--- src/rtl/dac_word_defs.vh ---
// Constants for the dual converter serial word decoder and its APB register file.
`ifndef DAC_WORD_DEFS_VH
`define DAC_WORD_DEFS_VH

// Serial command word layout.
`define WORD_W 16
`define CNT_W 5
`define LAST_BIT_CNT 5'h0F
`define SEL_HI_BIT 15
`define SPEED_BIT 14
`define PD_BIT 13
`define SEL_LO_BIT 12
`define CODE_MSB 11
`define CODE_LSB 2
`define CODE_W 10
`define CODE_ZERO 10'h000

// Target select codes built from the high and low select bits.
`define SEL_B_AND_BUF 2'h0
`define SEL_BUF_ONLY 2'h1
`define SEL_A_AND_XFER 2'h2
`define SEL_RESERVED 2'h3

// APB register map, byte addresses of aligned 32-bit words.
`define ADDR_W 8
`define REG_CTRL 8'h00
`define REG_CODE_A 8'h04
`define REG_CODE_B 8'h08
`define REG_HOLD 8'h0C
`define REG_STATUS 8'h10

// Control register fields and reset value.
`define CTRL_EN_BIT 0
`define CTRL_RESET 32'h0000_0001

// Status register fields.
`define ST_PD_BIT 0
`define ST_SPEED_BIT 1
`define ST_STATE_LSB 2
`define ST_STATE_MSB 3
`define ST_WORDS_LSB 16
`define ST_WORDS_MSB 31
`define WORDS_W 16
`define WORDS_ZERO 16'h0000
`define WORDS_ONE 16'h0001

// Common values.
`define DATA_ZERO 32'h0000_0000
`define PIN_SYNC_W 3

`endif

--- src/rtl/pin_sync.v ---
// Two flip-flop synchroniser for a group of asynchronous pin inputs.
`timescale 1ns/1ps

module pin_sync #(
  parameter WIDTH = 1
) (
  input wire mclk_i,
  input wire sys_rst_i,
  input wire [WIDTH-1:0] async_i,
  output wire [WIDTH-1:0] sync_o
);

  genvar i;
  generate
    for (i = 0; i < WIDTH; i = i + 1) begin : g_bit
      // First stage of this bit; only the second stage reads it.
      reg meta_reg;
      // Second stage, the settled copy used by the logic.
      reg stable_reg;
      // Each bit passes two flops; reset parks both at idle high.
      always @(posedge mclk_i) begin
        if (sys_rst_i) begin
          meta_reg <= 1'b1;
          stable_reg <= 1'b1;
        end else begin
          meta_reg <= async_i[i];
          stable_reg <= meta_reg;
        end
      end
      // The settled bit leaves the module directly from its flop.
      assign sync_o[i] = stable_reg;
    end
  endgenerate

endmodule

--- src/rtl/dual_dac_serial_word_decoder.v ---
// Serial command word decoder for a dual 10-bit converter, with an APB status and control port.
//
// What this block does
// RULE1 - 16-bit word: select, speed, power-down, data fields.
// RULE2 - Code is bits 11..2; low two zero.
// RULE3 - Select 00 loads converter B and buffer.
// RULE4 - Select 01 loads only the holding buffer.
// RULE5 - Select 10 loads A, buffer copied into B.
// RULE6 - Select 11 reserved, nothing changes; the code still clears power-down and applies the speed bit.
// RULE7 - Speed bit one fast, zero slow, immediate.
// RULE8 - Output changes on rising clock after last bit.
// RULE9 - Buffered then select 10 updates both together.
// RULE10 - Host sends buffer word, then select 10 word.
// RULE11 - Power-down bit set: power down, ignore rest.
// RULE12 - Select fall starts; MSB first on falling clock.
// RULE13 - Sixteen bits or early select rise applies word.
// RULE14 - Host gives one extra rising clock afterwards.
// RULE15 - Reset clears all latches to zero.
//
// Added by the designer: the register addresses and register access over APB.
`timescale 1ns/1ps
`include "dac_word_defs.vh"

module dual_dac_serial_word_decoder (
  input wire mclk_i,
  input wire sys_rst_i,
  input wire cs_n_i,
  input wire sclk_i,
  input wire din_i,
  input wire psel_i,
  input wire penable_i,
  input wire pwrite_i,
  input wire [`ADDR_W-1:0] paddr_i,
  input wire [31:0] pwdata_i,
  output reg [31:0] prdata_o,
  output wire pready_o,
  output reg pslverr_o,
  output reg [`CODE_W-1:0] code_a_o,
  output reg [`CODE_W-1:0] code_b_o,
  output reg settle_fast_o,
  output reg power_down_o,
  output reg update_o
);

  // Receiver states.
  localparam ST_IDLE = 2'b00;
  localparam ST_SHIFT = 2'b01;
  localparam ST_PEND = 2'b10;
  localparam ST_DONE = 2'b11;

  // Settled copies of the three serial pins.
  wire [`PIN_SYNC_W-1:0] pins_sync;
  wire cs_n_s;
  wire sclk_s;
  wire din_s;

  // Previous settled levels, used to find pin edges.
  reg cs_n_prev_reg;
  reg sclk_prev_reg;

  // Edge strobes, each one mclk cycle long.
  wire cs_fall;
  wire cs_rise;
  wire sclk_fall;
  wire sclk_rise;

  // Receiver state, bit counter and shift register.
  reg [1:0] state_reg;
  reg [1:0] state_next;
  reg [`CNT_W-1:0] cnt_reg;
  reg [`CNT_W-1:0] cnt_next;
  reg [`WORD_W-1:0] shift_reg;
  reg [`WORD_W-1:0] shift_next;

  // Holding buffer for the deferred converter B code.
  reg [`CODE_W-1:0] hold_reg;

  // Asserted in the cycle a received word is moved to the latches.
  reg apply;

  // Fields of the word being applied.
  wire [1:0] target_sel;
  wire settle_speed_sel;
  wire power_down_bit;
  wire [`CODE_W-1:0] new_code;

  // Software control and bookkeeping.
  reg [31:0] ctrl_reg;
  reg [`WORDS_W-1:0] words_reg;
  wire link_en;

  // APB decode strobes.
  wire apb_setup;
  wire apb_write;
  reg addr_hit;
  reg [31:0] rd_value;

  // The three pins are asynchronous, so they pass two flops first.
  pin_sync #(
    .WIDTH(`PIN_SYNC_W)
  ) u_pin_sync (
    .mclk_i(mclk_i),
    .sys_rst_i(sys_rst_i),
    .async_i({cs_n_i, sclk_i, din_i}),
    .sync_o(pins_sync)
  );

  assign cs_n_s = pins_sync[2];
  assign sclk_s = pins_sync[1];
  assign din_s = pins_sync[0];

  // Keep one cycle of history on select and serial clock.
  always @(posedge mclk_i) begin
    if (sys_rst_i) begin
      cs_n_prev_reg <= 1'b1;
      sclk_prev_reg <= 1'b1;
    end else begin
      cs_n_prev_reg <= cs_n_s;
      sclk_prev_reg <= sclk_s;
    end
  end

  // Edges of the settled pins; serial clock falling edges count only while selected.
  assign cs_fall = cs_n_prev_reg & ~cs_n_s; // RULE12
  assign cs_rise = ~cs_n_prev_reg & cs_n_s;
  assign sclk_fall = sclk_prev_reg & ~sclk_s & ~cs_n_s; // RULE12
  assign sclk_rise = ~sclk_prev_reg & sclk_s;

  // The enable bit lets software hold the receiver off the link.
  assign link_en = ctrl_reg[`CTRL_EN_BIT];

  // Receiver sequencing: start, shift, wait for the closing edge, then idle.
  always @* begin
    state_next = state_reg;
    cnt_next = cnt_reg;
    shift_next = shift_reg;
    apply = 1'b0;
    case (state_reg)
      ST_IDLE: begin
        // A select fall opens a new word with an empty counter.
        if (cs_fall && link_en) begin
          state_next = ST_SHIFT; // RULE12
          cnt_next = {`CNT_W{1'b0}};
          // Old bits are cleared so a short word lands right aligned over zeros.
          shift_next = {`WORD_W{1'b0}}; // RULE13
        end
      end
      ST_SHIFT: begin
        if (cs_rise) begin
          // An early select rise moves whatever arrived so far.
          apply = (cnt_reg != {`CNT_W{1'b0}}); // RULE13
          state_next = ST_IDLE;
        end else if (sclk_fall) begin
          // Shift in most significant bit first.
          shift_next = {shift_reg[`WORD_W-2:0], din_s}; // RULE12
          cnt_next = cnt_reg + 5'h01;
          if (cnt_reg == `LAST_BIT_CNT) begin
            state_next = ST_PEND; // RULE13
          end
        end
      end
      ST_PEND: begin
        // The full word goes out on the next rising clock, or on select rise.
        if (sclk_rise || cs_rise) begin
          apply = 1'b1; // RULE8 RULE13
          state_next = cs_rise ? ST_IDLE : ST_DONE;
        end
      end
      ST_DONE: begin
        // Further clocks are ignored until select goes high again.
        if (cs_rise) begin
          state_next = ST_IDLE; // RULE14
        end
      end
      default: begin
        state_next = ST_IDLE;
      end
    endcase
  end

  // Receiver registers.
  always @(posedge mclk_i) begin
    if (sys_rst_i) begin
      state_reg <= ST_IDLE;
      cnt_reg <= {`CNT_W{1'b0}};
      shift_reg <= {`WORD_W{1'b0}}; // RULE15
    end else begin
      state_reg <= state_next;
      cnt_reg <= cnt_next;
      shift_reg <= shift_next;
    end
  end

  // Split the received word into its fields.
  assign target_sel = {shift_reg[`SEL_HI_BIT], shift_reg[`SEL_LO_BIT]}; // RULE1
  assign settle_speed_sel = shift_reg[`SPEED_BIT]; // RULE1
  assign power_down_bit = shift_reg[`PD_BIT]; // RULE1
  assign new_code = shift_reg[`CODE_MSB:`CODE_LSB]; // RULE2

  // Latch update: all latches move in the same mclk cycle, so B and A change together.
  always @(posedge mclk_i) begin
    if (sys_rst_i) begin
      code_a_o <= `CODE_ZERO; // RULE15
      code_b_o <= `CODE_ZERO;
      hold_reg <= `CODE_ZERO;
      settle_fast_o <= 1'b0;
      power_down_o <= 1'b0;
      update_o <= 1'b0;
    end else begin
      update_o <= 1'b0;
      if (apply) begin
        update_o <= 1'b1;
        if (power_down_bit) begin
          // Power-down words touch nothing else.
          power_down_o <= 1'b1; // RULE11
        end else begin
          // Any other word wakes the device and sets its speed.
          power_down_o <= 1'b0;
          settle_fast_o <= settle_speed_sel; // RULE7
          case (target_sel)
            `SEL_B_AND_BUF: begin
              code_b_o <= new_code; // RULE3
              hold_reg <= new_code;
            end
            `SEL_BUF_ONLY: begin
              hold_reg <= new_code; // RULE4
            end
            `SEL_A_AND_XFER: begin
              // A and the buffered B code update in one cycle.
              code_a_o <= new_code; // RULE5 RULE9
              code_b_o <= hold_reg;
            end
            default: begin
              // Reserved select leaves both codes and the buffer as they were.
              hold_reg <= hold_reg; // RULE6
            end
          endcase
        end
      end
    end
  end

  // Count applied words so software can see link activity.
  always @(posedge mclk_i) begin
    if (sys_rst_i) begin
      words_reg <= `WORDS_ZERO;
    end else if (apply) begin
      words_reg <= words_reg + `WORDS_ONE;
    end
  end

  // APB phases; the slave never inserts wait states.
  assign apb_setup = psel_i & ~penable_i;
  assign apb_write = psel_i & penable_i & pwrite_i;
  assign pready_o = 1'b1;

  // Address decode and read multiplexer.
  always @* begin
    addr_hit = 1'b1;
    rd_value = `DATA_ZERO;
    case (paddr_i)
      `REG_CTRL: begin
        rd_value = ctrl_reg;
      end
      `REG_CODE_A: begin
        rd_value[`CODE_W-1:0] = code_a_o;
      end
      `REG_CODE_B: begin
        rd_value[`CODE_W-1:0] = code_b_o;
      end
      `REG_HOLD: begin
        rd_value[`CODE_W-1:0] = hold_reg;
      end
      `REG_STATUS: begin
        rd_value[`ST_PD_BIT] = power_down_o;
        rd_value[`ST_SPEED_BIT] = settle_fast_o;
        rd_value[`ST_STATE_MSB:`ST_STATE_LSB] = state_reg;
        rd_value[`ST_WORDS_MSB:`ST_WORDS_LSB] = words_reg;
      end
      default: begin
        // Unmapped addresses read zero and flag an error.
        addr_hit = 1'b0;
      end
    endcase
  end

  // Read data and error are captured in the setup cycle for the access cycle.
  always @(posedge mclk_i) begin
    if (sys_rst_i) begin
      prdata_o <= `DATA_ZERO;
      pslverr_o <= 1'b0;
    end else if (apb_setup) begin
      prdata_o <= pwrite_i ? `DATA_ZERO : rd_value;
      pslverr_o <= ~addr_hit;
    end
  end

  // Only the control register is writable; other writes are dropped.
  always @(posedge mclk_i) begin
    if (sys_rst_i) begin
      ctrl_reg <= `CTRL_RESET;
    end else if (apb_write && (paddr_i == `REG_CTRL)) begin
      ctrl_reg <= {31'h0000_0000, pwdata_i[`CTRL_EN_BIT]};
    end
  end

endmodule

--- config.mk ---
export PLATFORM = sky130hd
export DESIGN_NAME = dual_dac_serial_word_decoder
export DESIGN_NICKNAME = d
export VERILOG_FILES = /design/src/rtl/pin_sync.v /design/src/rtl/dual_dac_serial_word_decoder.v
export VERILOG_INCLUDE_DIRS = /design/src /design/src/rtl
export SDC_FILE = /design/constraint.sdc
export NUM_CORES = 1
export LEC_CHECK = 0
export BUFFER_PORTS_ARGS = -buffer_cell sky130_fd_sc_hd__buf_4
export CORE_MARGIN = 1
export CORE_UTILIZATION = 40
export DETAILED_ROUTE_END_ITERATION = 10
export MAX_ROUTING_LAYER = met4
export PLACE_DENSITY = 0.65
export SLEW_MARGIN = 40
export SYNTH_ARGS = -nofsm -noshare
export SYNTH_HDL_FRONTEND = slang
export SYNTH_SLANG_ARGS = --single-unit
--- constraint.sdc ---
create_clock -name mclk_i -period 4.45 [get_ports mclk_i]
set_clock_uncertainty 0.2 [all_clocks]
set_input_delay 0 -clock mclk_i [delete_from_list [all_inputs] [get_ports mclk_i]]
set_output_delay 0 -clock mclk_i [all_outputs]
set_load 0.02 [all_outputs]
==> summary.txt, run 1 <==
Floorplan
  • # IOs: 105
  • Cell row count: 39
  • Total die area: 12150 um^2
  • Chip Width: 110.2 um
  • Die Y: 110.2 um
  • Core ar.: 11420 um^2
  • Starting Density: 41.04%

Power and ir drop
  • Combinational share of power: 8.1%
  • Power per Cell Area: 330.2 nW/um^2
  • Peak supply drop: 0.0001703 V
  • Switch Pwr: 0.4371 mW
  • Cell Int Power: 1.430 mW
  • Sw Share: 23.41%
  • Total power: 1.867 mW
  • Sequential Power Share: 52.6%
  • Cell leakage power: 2.190 nW
  • Clk pwr share: 39.3%

Yosys
  • Number of synthesized flops with an enable pin: 0
  • FF+latch count, synth: 108
  • Mapped cell area: 4686 um^2
  • Post-synthesis sequential area ratio: 46.14%
  • Yosys top cell area share: 46.14%
  • Syn Inst Count: 518
  • Top FF cell, synth: dfxtp_1
  • Mapped Avg Cell Area: 9.046 um^2
  • Asr flop ratio synth: 0%
  • Synth unique cells: 53
  • Synth Warn #: 0
  • Most area-hungry cell type in the Yosys netlist: dfxtp_1
  • Synth area leaders: dfxtp_1 46%, mux2i_1 5.6%, nor2_1 5.4%

Route
  • # DRC: 0
  • Antenna viol nets, final: 0
  • DRT iter0 DRCs: 295
  • Vias per cell: 5.383
  • DR WL/cell: 15.12 um
  • Drt total wl: 11010 um
  • DRT Pass-1 Iters: 5
  • Routed via count: 3919

Critical path
  • CP Max Fanout: 23
  • CP Launch Point: state_reg[1]
  • Worst Path Arrival: 3.35 ns
  • Worst path required time: 4.52 ns
  • Crit-path slowest cell: ha_1
  • CP Cell Sequence: inv_1, ha_1, nor3b_2, buf_4, o21ai_2, or4_1, a21oi_1
  • CP Launch Type: flop
  • Crit path kind: flop to flop
  • Critical path's largest stage delay: 0.72 ns
  • R2r setup slk: 1.18 ns
  • Worst reg-to-reg path cell count: 7
  • Reg2reg start: state_reg[1]
  • Setup crit end: words_reg[5]
  • Worst R2R End: words_reg[5]
  • Critical Path End Type: flop

Timing
  • RSZ-0062 raised after global routing: false
  • Max-slew violations: 0
  • Ratio of final minimum period to clock period: 73.52%
  • Fin crit period: 3.272 ns
  • Fin Setup TNS: 0 ns
  • Worst-Margin Slew: 0.8371 ns
  • Maximum clock frequency: 305.6 MHz
  • Final setup vio count: 0
  • Count of final hold-check violations: 0
  • Max_slew headroom: 44.19%

Final layout
  • Most frequent cells in the layout: 108 x dfxtp_1, 72 x buf_4, 67 x nor2_1, 40 x nand2_1, 39 x a21oi_1
  • Layout cell share with drive strength beyond 1: 19.32%
  • Commonest non-fill, non-tap cell in the layout: dfxtp_1
  • Area delta synth->final: 20.67%
  • Largest register FFs: 26
  • NumNets Final: 638
  • Number of inserted diodes: 0

Global route
  • Initial antenna violation count: 0
  • Total grt overflow: 0
  • First-pass GRT wire length: 17540 um
  • Vias in the first global route: 3545
  • Largest net degree at the start of global routing: 62
  • Total global-route track usage: 19.21%

Placed design
  • IO Port Bufs: 66
  • HPWL Detailed: 7479 um
  • GP Congestion: 0.7905

Clocking
  • Clock tree buffer depth: 2
  • Clock transition at path regs: 0.06 ns
  • Clock Latency Late Sink: 0.34 ns
  • Max H-tree Level: 3
  • CTS tree: yes
  • Num CTS Buffers: 9
  • Root Driver: clkbuf_16
  • Setup bufs post-CTS: 0
  • Clock sinks: 108

Status
  • Status: complete, no violations

Hold path
  • HP Start: paddr_i[1]
  • Hold Path Class: input pin to flop

Job
  • Number of max-cap violations: 0
[kinds of logic (layout without fill, tap and decap cells)]
group	Yosys count	count (layout)	synth area share [%]
other	2	7	0.1603
AND/OR/NAND/NOR	187	187	19.60
XOR/XNOR	10	10	1.869
buffers and inverters	50	112	5.180
adder cells (fa/ha/maj)	9	9	2.403
multiplexers	33	33	7.477
flip-flops	108	108	46.14
AO/OA/AOI/OAI	119	119	17.17
[synth_stat cells, types with 4 or more instances]
cell type,count
a211oi_1,11
a21oi_1,39
a22o_1,9
a22oi_1,26
and3_1,5
buf_2,5
buf_4,11
clkbuf_1,22
dfxtp_1,108
ha_1,9
inv_1,9
mux2_2,6
mux2i_1,26
nand2_1,40
nand2b_1,4
nand3_1,33
nor2_1,67
nor2b_1,4
o211ai_1,4
o21ai_0,12
or2_2,8
or3_1,7
xor2_1,8
[what timing repair did]
action	in CTS	in global routing
endpoints found under the hold margin	46	0
gates resized for setup	0	0
hold buffers	16	0
[power groups by stage]
stage | logic [mW] | registers (mW) | clock network (mW)
global route | 0.167 | 0.982 | 0.800
CTS | 0.151 | 0.982 | 0.750
floorplan | 0.106 | 1.00 | 0
global placement | 0.138 | 1.00 | 0
finish | 0.152 | 0.982 | 0.733
detailed placement | 0.142 | 1.00 | 0
[per-layer routing]
metal	global-route usage, %	part of all wire (%)
met1	24.59	47
met2	30.09	47
met3	2.410	3.7
met4	9.305	2.6
met5	-	0
[critical path, delay by kind of cell (launching register included)]
family          cells  cell delay [ns]
simple gates        2             1.21
buf+inv             2             0.39
compound gates      2             0.31
flops               1             0.37
fa+ha+maj           1             0.72
[per-stage QoR]
| step | worst slack [ns] | hold slack (ns) | instance area [um^2] | cells | util (%) |
|---|---|---|---|---|---|
| floorplan | 2.430 | -0.09619 | 4705 | 523 | - |
| global placement | 1.260 | -0.01255 | 5221 | 697 | 45.73 |
| detailed placement | 1.148 | -0.01072 | 5224 | 697 | 45.75 |
| CTS | 1.093 | 0.0006729 | 5654 | 728 | 49.52 |
| global route | 1.016 | 0.01569 | 5654 | 728 | 49.52 |
| finish | 1.178 | 0.007272 | 5654 | 728 | 49.52 |
[worst min path at each step]
stage | slack, ns | end | cells after the start
floorplan | -0.1 | u_pin_sync.g_bit[0].meta_reg | 1
global placement | -0.01 | u_pin_sync.g_bit[0].meta_reg | 2
detailed placement | -0.01 | u_pin_sync.g_bit[2].meta_reg | 2
CTS | 0.0007 | prdata_o[2] | 4
global route | 0.02 | prdata_o[2] | 4
finish | 0.007 | prdata_o[2] | 4
[area by class of cell]
type / count / area, um^2
tap: 143 / 178.9
clock buffer: 13 / 260.3
timing repair buffer: 88 / 700.7
clock inverter: 2 / 10.01
fill: 1106 / 5764
inverter: 9 / 33.78
sequential: 108 / 2162
multi-input combinational: 365 / 2308
(Power assumes the default switching activity.)
==> inputs of run 2 (changes only) <==
- ABC_AREA: default -> 1
- PLACE_DENSITY: 0.65 -> 0.64
- clock period: 4.45 -> 3.4 ns (I/O delays scaled with it)
==> summary.txt, run 2 <==
Global route
  • First-pass GRT wire length: 20850 um
  • Largest net degree at the start of global routing: 61
  • Vias in the first global route: 4519
  • Total grt overflow: 0
  • Initial antenna violation count: 0
  • Total global-route track usage: 20.75%

Critical path
  • Worst reg-to-reg path cell count: 6
  • Critical Path End Type: flop
  • Worst Path Arrival: 2.47 ns
  • Worst path required time: 3.48 ns
  • CP Launch Type: input pin
  • R2r setup slk: 1.27 ns
  • CP Max Fanout: 6
  • Crit path kind: input pin to flop
  • Reg2reg start: state_reg[0]
  • Worst R2R End: words_reg[4]

Power and ir drop
  • Power per Cell Area: 511.5 nW/um^2
  • Peak supply drop: 0.0002916 V
  • Cell leakage power: 2.734 nW

Route
  • DRT Pass-1 Iters: 4
  • Drt total wl: 12730 um
  • Vias per cell: 4.893
  • # DRC: 0
  • DRT iter0 DRCs: 282
  • DR WL/cell: 13.04 um
  • Antenna viol nets, final: 0
  • Routed via count: 4776

Floorplan
  • Starting Density: 41.03%
  • Total die area: 13400 um^2
  • # IOs: 105
  • Chip Width: 115.8 um
  • Die Y: 115.8 um
  • Cell row count: 41
  • Core ar.: 12620 um^2

Final layout
  • Area delta synth->final: 19.31%
  • Design area: 6177 um^2
  • Layout cell share with drive strength beyond 1: 16.92%
  • Most frequent cells in the layout: 187 x nand2_1, 108 x dfxtp_1, 94 x nor2_1, 81 x inv_1, 74 x buf_4
  • Largest register FFs: 26
  • Number of inserted diodes: 0
  • Core Util, Final: 48.95%
  • NumNets Final: 858
  • Commonest non-fill, non-tap cell in the layout: nand2_1

Yosys
  • Synth area leaders: dfxtp_1 42%, nand2_1 14%, nor2_1 6.8%
  • Syn Inst Count: 736
  • FF+latch count, synth: 108
  • Synth unique cells: 35
  • Most area-hungry cell type in the Yosys netlist: dfxtp_1
  • Top FF cell, synth: dfxtp_1
  • Mapped cell area: 5177 um^2
  • Post-synth top cells: 187 x nand2_1, 108 x dfxtp_1, 94 x nor2_1
  • Mapped Avg Cell Area: 7.035 um^2
  • Yosys top cell area share: 41.76%
  • Asr flop ratio synth: 0%
  • Post-synthesis sequential area ratio: 41.76%
  • Number of synthesized flops with an enable pin: 0
  • Synth Warn #: 0
  • Most common cell in the netlist: nand2_1

Placed design
  • GP Congestion: 0.8529
  • IO Port Bufs: 66
  • HPWL Detailed: 8748 um
  • Area after DPL: 5756 um^2
  • Setup WS pre-CTS: 1.317 ns

Clocking
  • CTS tree: yes
  • Max H-tree Level: 3
  • Clock Latency Late Sink: 0.35 ns
  • Num CTS Buffers: 9
  • Clock tree buffer depth: 2
  • Root Driver: clkbuf_16
  • Clock transition at path regs: 0.07 ns
  • Clock sinks: 108

Hold path
  • Hold Path Depth: 8
  • Hold Path Class: input pin to flop
  • Hold EP: prdata_o[28]
  • HP Start: paddr_i[0]

Timing
  • Fin crit period: 2.390 ns
  • RSZ-0062 raised after global routing: false
  • Ratio of final minimum period to clock period: 70.29%
  • Maximum clock frequency: 418.5 MHz
  • Count of final hold-check violations: 0
  • Worst-Margin Slew: 0.7454 ns
  • Max-slew violations: 0
  • Final setup vio count: 0
  • Worst setup slack after layout: 1.010 ns
  • Fin Setup TNS: 0 ns
  • Max_slew headroom: 50.00%

Job
  • Number of max-cap violations: 0

Status
  • Status: complete, no violations
[run 2: cell type report]
type                            count  area (um^2)
Multi-Input combinational cell    510         2504
Inverter                           85        319.1
Clock inverter                      2        35.03
Sequential cell                   108         2162
Fill cell                        1264         6442
Timing Repair Buffer               87        685.7
Tap cell                          172        215.2
Clock buffer                       12        256.5
[run 2: where the power goes]
group	internal (mW)	total, mW	switching (mW)
logic	0.225	0.667	0.442
registers	1.36	1.44	0.0803
clock network	0.603	1.05	0.451
[run 2: critical path, cell delays in order]
cell and delay, ns:
dlygate4sd3_1 0.53, buf_4 0.16, nor2_4 0.05, dlygate4sd3_1 0.59, nor3_4 0.19, dlygate4sd3_1 0.72
nand2_1 0.09, a21oi_1 0.13
[run 2: worst max path at each step]
| stage | slack [ns] | end | cells after the start | from |
|---|---|---|---|---|
| 3_3_place_gp | 1.36 | words_reg[4] | 6 | state_reg[0] |
| 4_1_cts | 1.06 | prdata_o[8] | 8 | paddr_i[3] |
| 3_5_place_dp | 1.32 | words_reg[4] | 6 | state_reg[0] |
| 5_1_grt | 0.85 | prdata_o[7] | 8 | paddr_i[3] |
| 2_1_floorplan | 1.71 | state_reg[1] | 9 | state_reg[1] |
| 6_report | 1.01 | prdata_o[9] | 8 | paddr_i[3] |
[run 2: routing by layer]
| layer | vias up | global-route usage [%] | routed length, um |
|---|---|---|---|
| met3 | 26 | 5.230 | 572 |
| met1 | 2209 | 22.85 | 5550 |
| met4 | 0 | 8.547 | 369 |
| met5 | - | - | 0 |
| met2 | 107 | 35.63 | 6233 |
| li1 | 2434 | - | - |
[run 2: timing repair]
action / CTS / global route
setup buffers: 0 / 0
gates resized for setup: 0 / 0
endpoints found under the hold margin: 15 / 0
hold buffers: 13 / 0
[run 2: logic make-up after synthesis]
| family | count (synthesis) | share of synthesized area (%) |
|---|---|---|
| simple gates | 372 | 31.27 |
| xor+xnor | 7 | 1.184 |
| buf+inv | 123 | 10.25 |
| flops | 108 | 41.76 |
| other cells | 2 | 0.1451 |
| fa+ha+maj | 9 | 2.175 |
| compound gates | 115 | 13.22 |
[run 2: through the flow]
stage	total power, mW	instances	hold slack [ns]
floorplan	1.953	741	-0.09619
global placement	2.089	949	-0.008509
detailed placement	2.117	949	-0.008407
CTS	3.184	976	0.05051
global route	3.336	976	0.07071
finish	3.159	976	0.04620
==> inputs of run 3 (changes only) <==
- ABC_AREA: 1 -> 0
- PLACE_DENSITY: 0.64 -> 0.65
- clock period: 3.4 -> 2.3 ns (I/O delays scaled with it)
==> summary.txt, run 3 (synthesis gave the netlist of run 1 again) <==
Clocking
  • Clock tree buffer depth: 2
  • Clock sinks: 108
  • Max H-tree Level: 3
  • Num CTS Buffers: 9
  • Root Driver: clkbuf_16
  • Clock transition at path regs: 0.07 ns
  • CTS tree: yes
  • Clock Latency Late Sink: 0.34 ns

Placed design
  • GP Congestion: 0.8135
  • Setup WS pre-CTS: 0.04967 ns
  • HPWL Detailed: 7489 um
  • DP Cell Count: 707
  • IO Port Bufs: 66

Critical path
  • Worst Path Arrival: 2.30 ns
  • Critical path's largest stage delay: 0.53 ns
  • Reg2reg start: cnt_reg[1]
  • R2r setup slk: 0.07 ns
  • Crit-path slowest cell: or4_1
  • Worst path required time: 2.37 ns
  • Critical Path End Type: flop
  • CP Launch Type: flop
  • CP delay by family, top: simple AND/OR/NAND/NOR gates
  • CP Cell Sequence: inv_1, ha_1, nor4b_2, nor3b_2, buf_6, o21ai_2, or4_1, a21oi_1
  • Worst reg-to-reg path cell count: 8
  • Crit path kind: flop to flop
  • CP Buf/Inv Count: 2
  • CP Max Fanout: 11
  • Worst R2R End: words_reg[5]

Timing
  • Worst-Margin Slew: 0.5754 ns
  • Fin crit period: 2.233 ns
  • Max-slew violations: 0
  • Maximum clock frequency: 447.9 MHz
  • Final hold slack: 0.01267 ns
  • Worst setup slack after layout: 0.06713 ns
  • Fin Setup TNS: 0 ns
  • Max_slew headroom: 61.64%
  • Final setup vio count: 0
  • Ratio of final minimum period to clock period: 97.08%
  • Count of final hold-check violations: 0

Power and ir drop
  • Cell leakage power: 2.276 nW
  • Power per Cell Area: 647.1 nW/um^2
  • Total power: 3.761 mW
  • Peak supply drop: 0.0003122 V

Floorplan
  • Die Y: 110.2 um
  • Chip Width: 110.2 um
  • Starting Density: 41.04%
  • Total die area: 12150 um^2
  • Core ar.: 11420 um^2
  • # IOs: 105
  • Cell row count: 39

Route
  • DRT iter0 DRCs: 295
  • Vias per cell: 5.310
  • Antenna viol nets, final: 0
  • DRT Pass-1 Iters: 4
  • # DRC: 0
  • Drt total wl: 10980 um
  • DR WL/cell: 14.87 um
  • Routed via count: 3919

Final layout
  • Number of inserted diodes: 0
  • Storage cell area: 2163 um^2
  • Multi-input gate area: 2320 um^2
  • Largest register FFs: 26
  • Layout cell share with drive strength beyond 1: 21.18%
  • Most frequent cells in the layout: 107 x dfxtp_1, 77 x buf_4, 67 x nor2_1, 40 x nand2_1, 39 x a21oi_1
  • Commonest non-fill, non-tap cell in the layout: dfxtp_1
  • Fin cells: 738
  • Filler instances: 1087
  • NumNets Final: 647
  • Area delta synth->final: 24.06%

Hold path
  • HP Start: paddr_i[1]
  • Hold EP: prdata_o[2]
  • Hold Path Class: input pin to flop
  • Hold Path Depth: 4

Global route
  • Total global-route track usage: 19.18%
  • Total grt overflow: 0
  • Initial antenna violation count: 0
  • First-pass GRT wire length: 17480 um
  • Largest net degree at the start of global routing: 55
  • Vias in the first global route: 3585

Status
  • Status: complete, no violations

Job
  • Number of max-cap violations: 0
## run 3: worst max-delay path by stage
| stage | startpoint | to | slack [ns] | cells after the start |
|---|---|---|---|---|
| after floorplan | cnt_reg[0] | state_reg[1] | 0.28 | 7 |
| after global placement | cnt_reg[0] | words_reg[5] | 0.12 | 8 |
| after detailed placement | cnt_reg[0] | code_b_o[6] | 0.05 | 9 |
| after CTS | cnt_reg[0] | words_reg[5] | 0.02 | 8 |
| after global routing | state_reg[0] | words_reg[5] | -0.006 | 7 |
| final | cnt_reg[1] | words_reg[5] | 0.07 | 8 |
## run 3: cell type report
type                    instances  share of cell area, %
well taps                     143                  3.078
flip-flops and latches        108                  37.21
clock inverters                 3                 0.7964
clock buffers                  13                  4.305
multi-input cells             365                  39.91
inverters                       9                 0.5811
repair buffers                 97                  14.12
## run 3: through the flow
stage | area (um^2) | util [%]
2_1_floorplan | 4705 | -
3_5_place_dp | 5334 | 46.71
6_report | 5813 | 50.91
4_1_cts | 5774 | 50.57
3_3_place_gp | 5334 | 46.71
5_1_grt | 5813 | 50.91
## run 3: metal layers
layer	wire [um]	track usage, %	vias to the layer above
met4	214	8.271	0
met2	5068	29.78	69
met5	0	-	-
li1	-	-	1968
met3	291	2.646	14
met1	5402	25.02	1868
## run 3: repair_timing
action | in CTS | in global routing
hold buffers | 14 | 0
endpoints found under the setup margin | 1 | 20
setup buffers | 0 | 1
cloned | 0 | 0
endpoints found under the hold margin | 50 | 0
resized for setup | 1 | 9
## run 3: worst reg2reg max path, cell delays in order (launching register included)
cell and delay, ns:
dfxtp_1 0.37, inv_1 0.06, ha_1 0.18, nor4b_2 0.16, nor3b_2 0.20, buf_6 0.18, o21ai_2 0.11, or4_1 0.53
a21oi_1 0.16
## run 3: report_power, final
part | internal, mW | leakage [nW] | switching, mW
registers | 1.88 | 0.872 | 0.0142
logic | 0.123 | 1.26 | 0.203
clock network | 0.878 | 0.140 | 0.660
total | 2.88 | 2.28 | 0.877
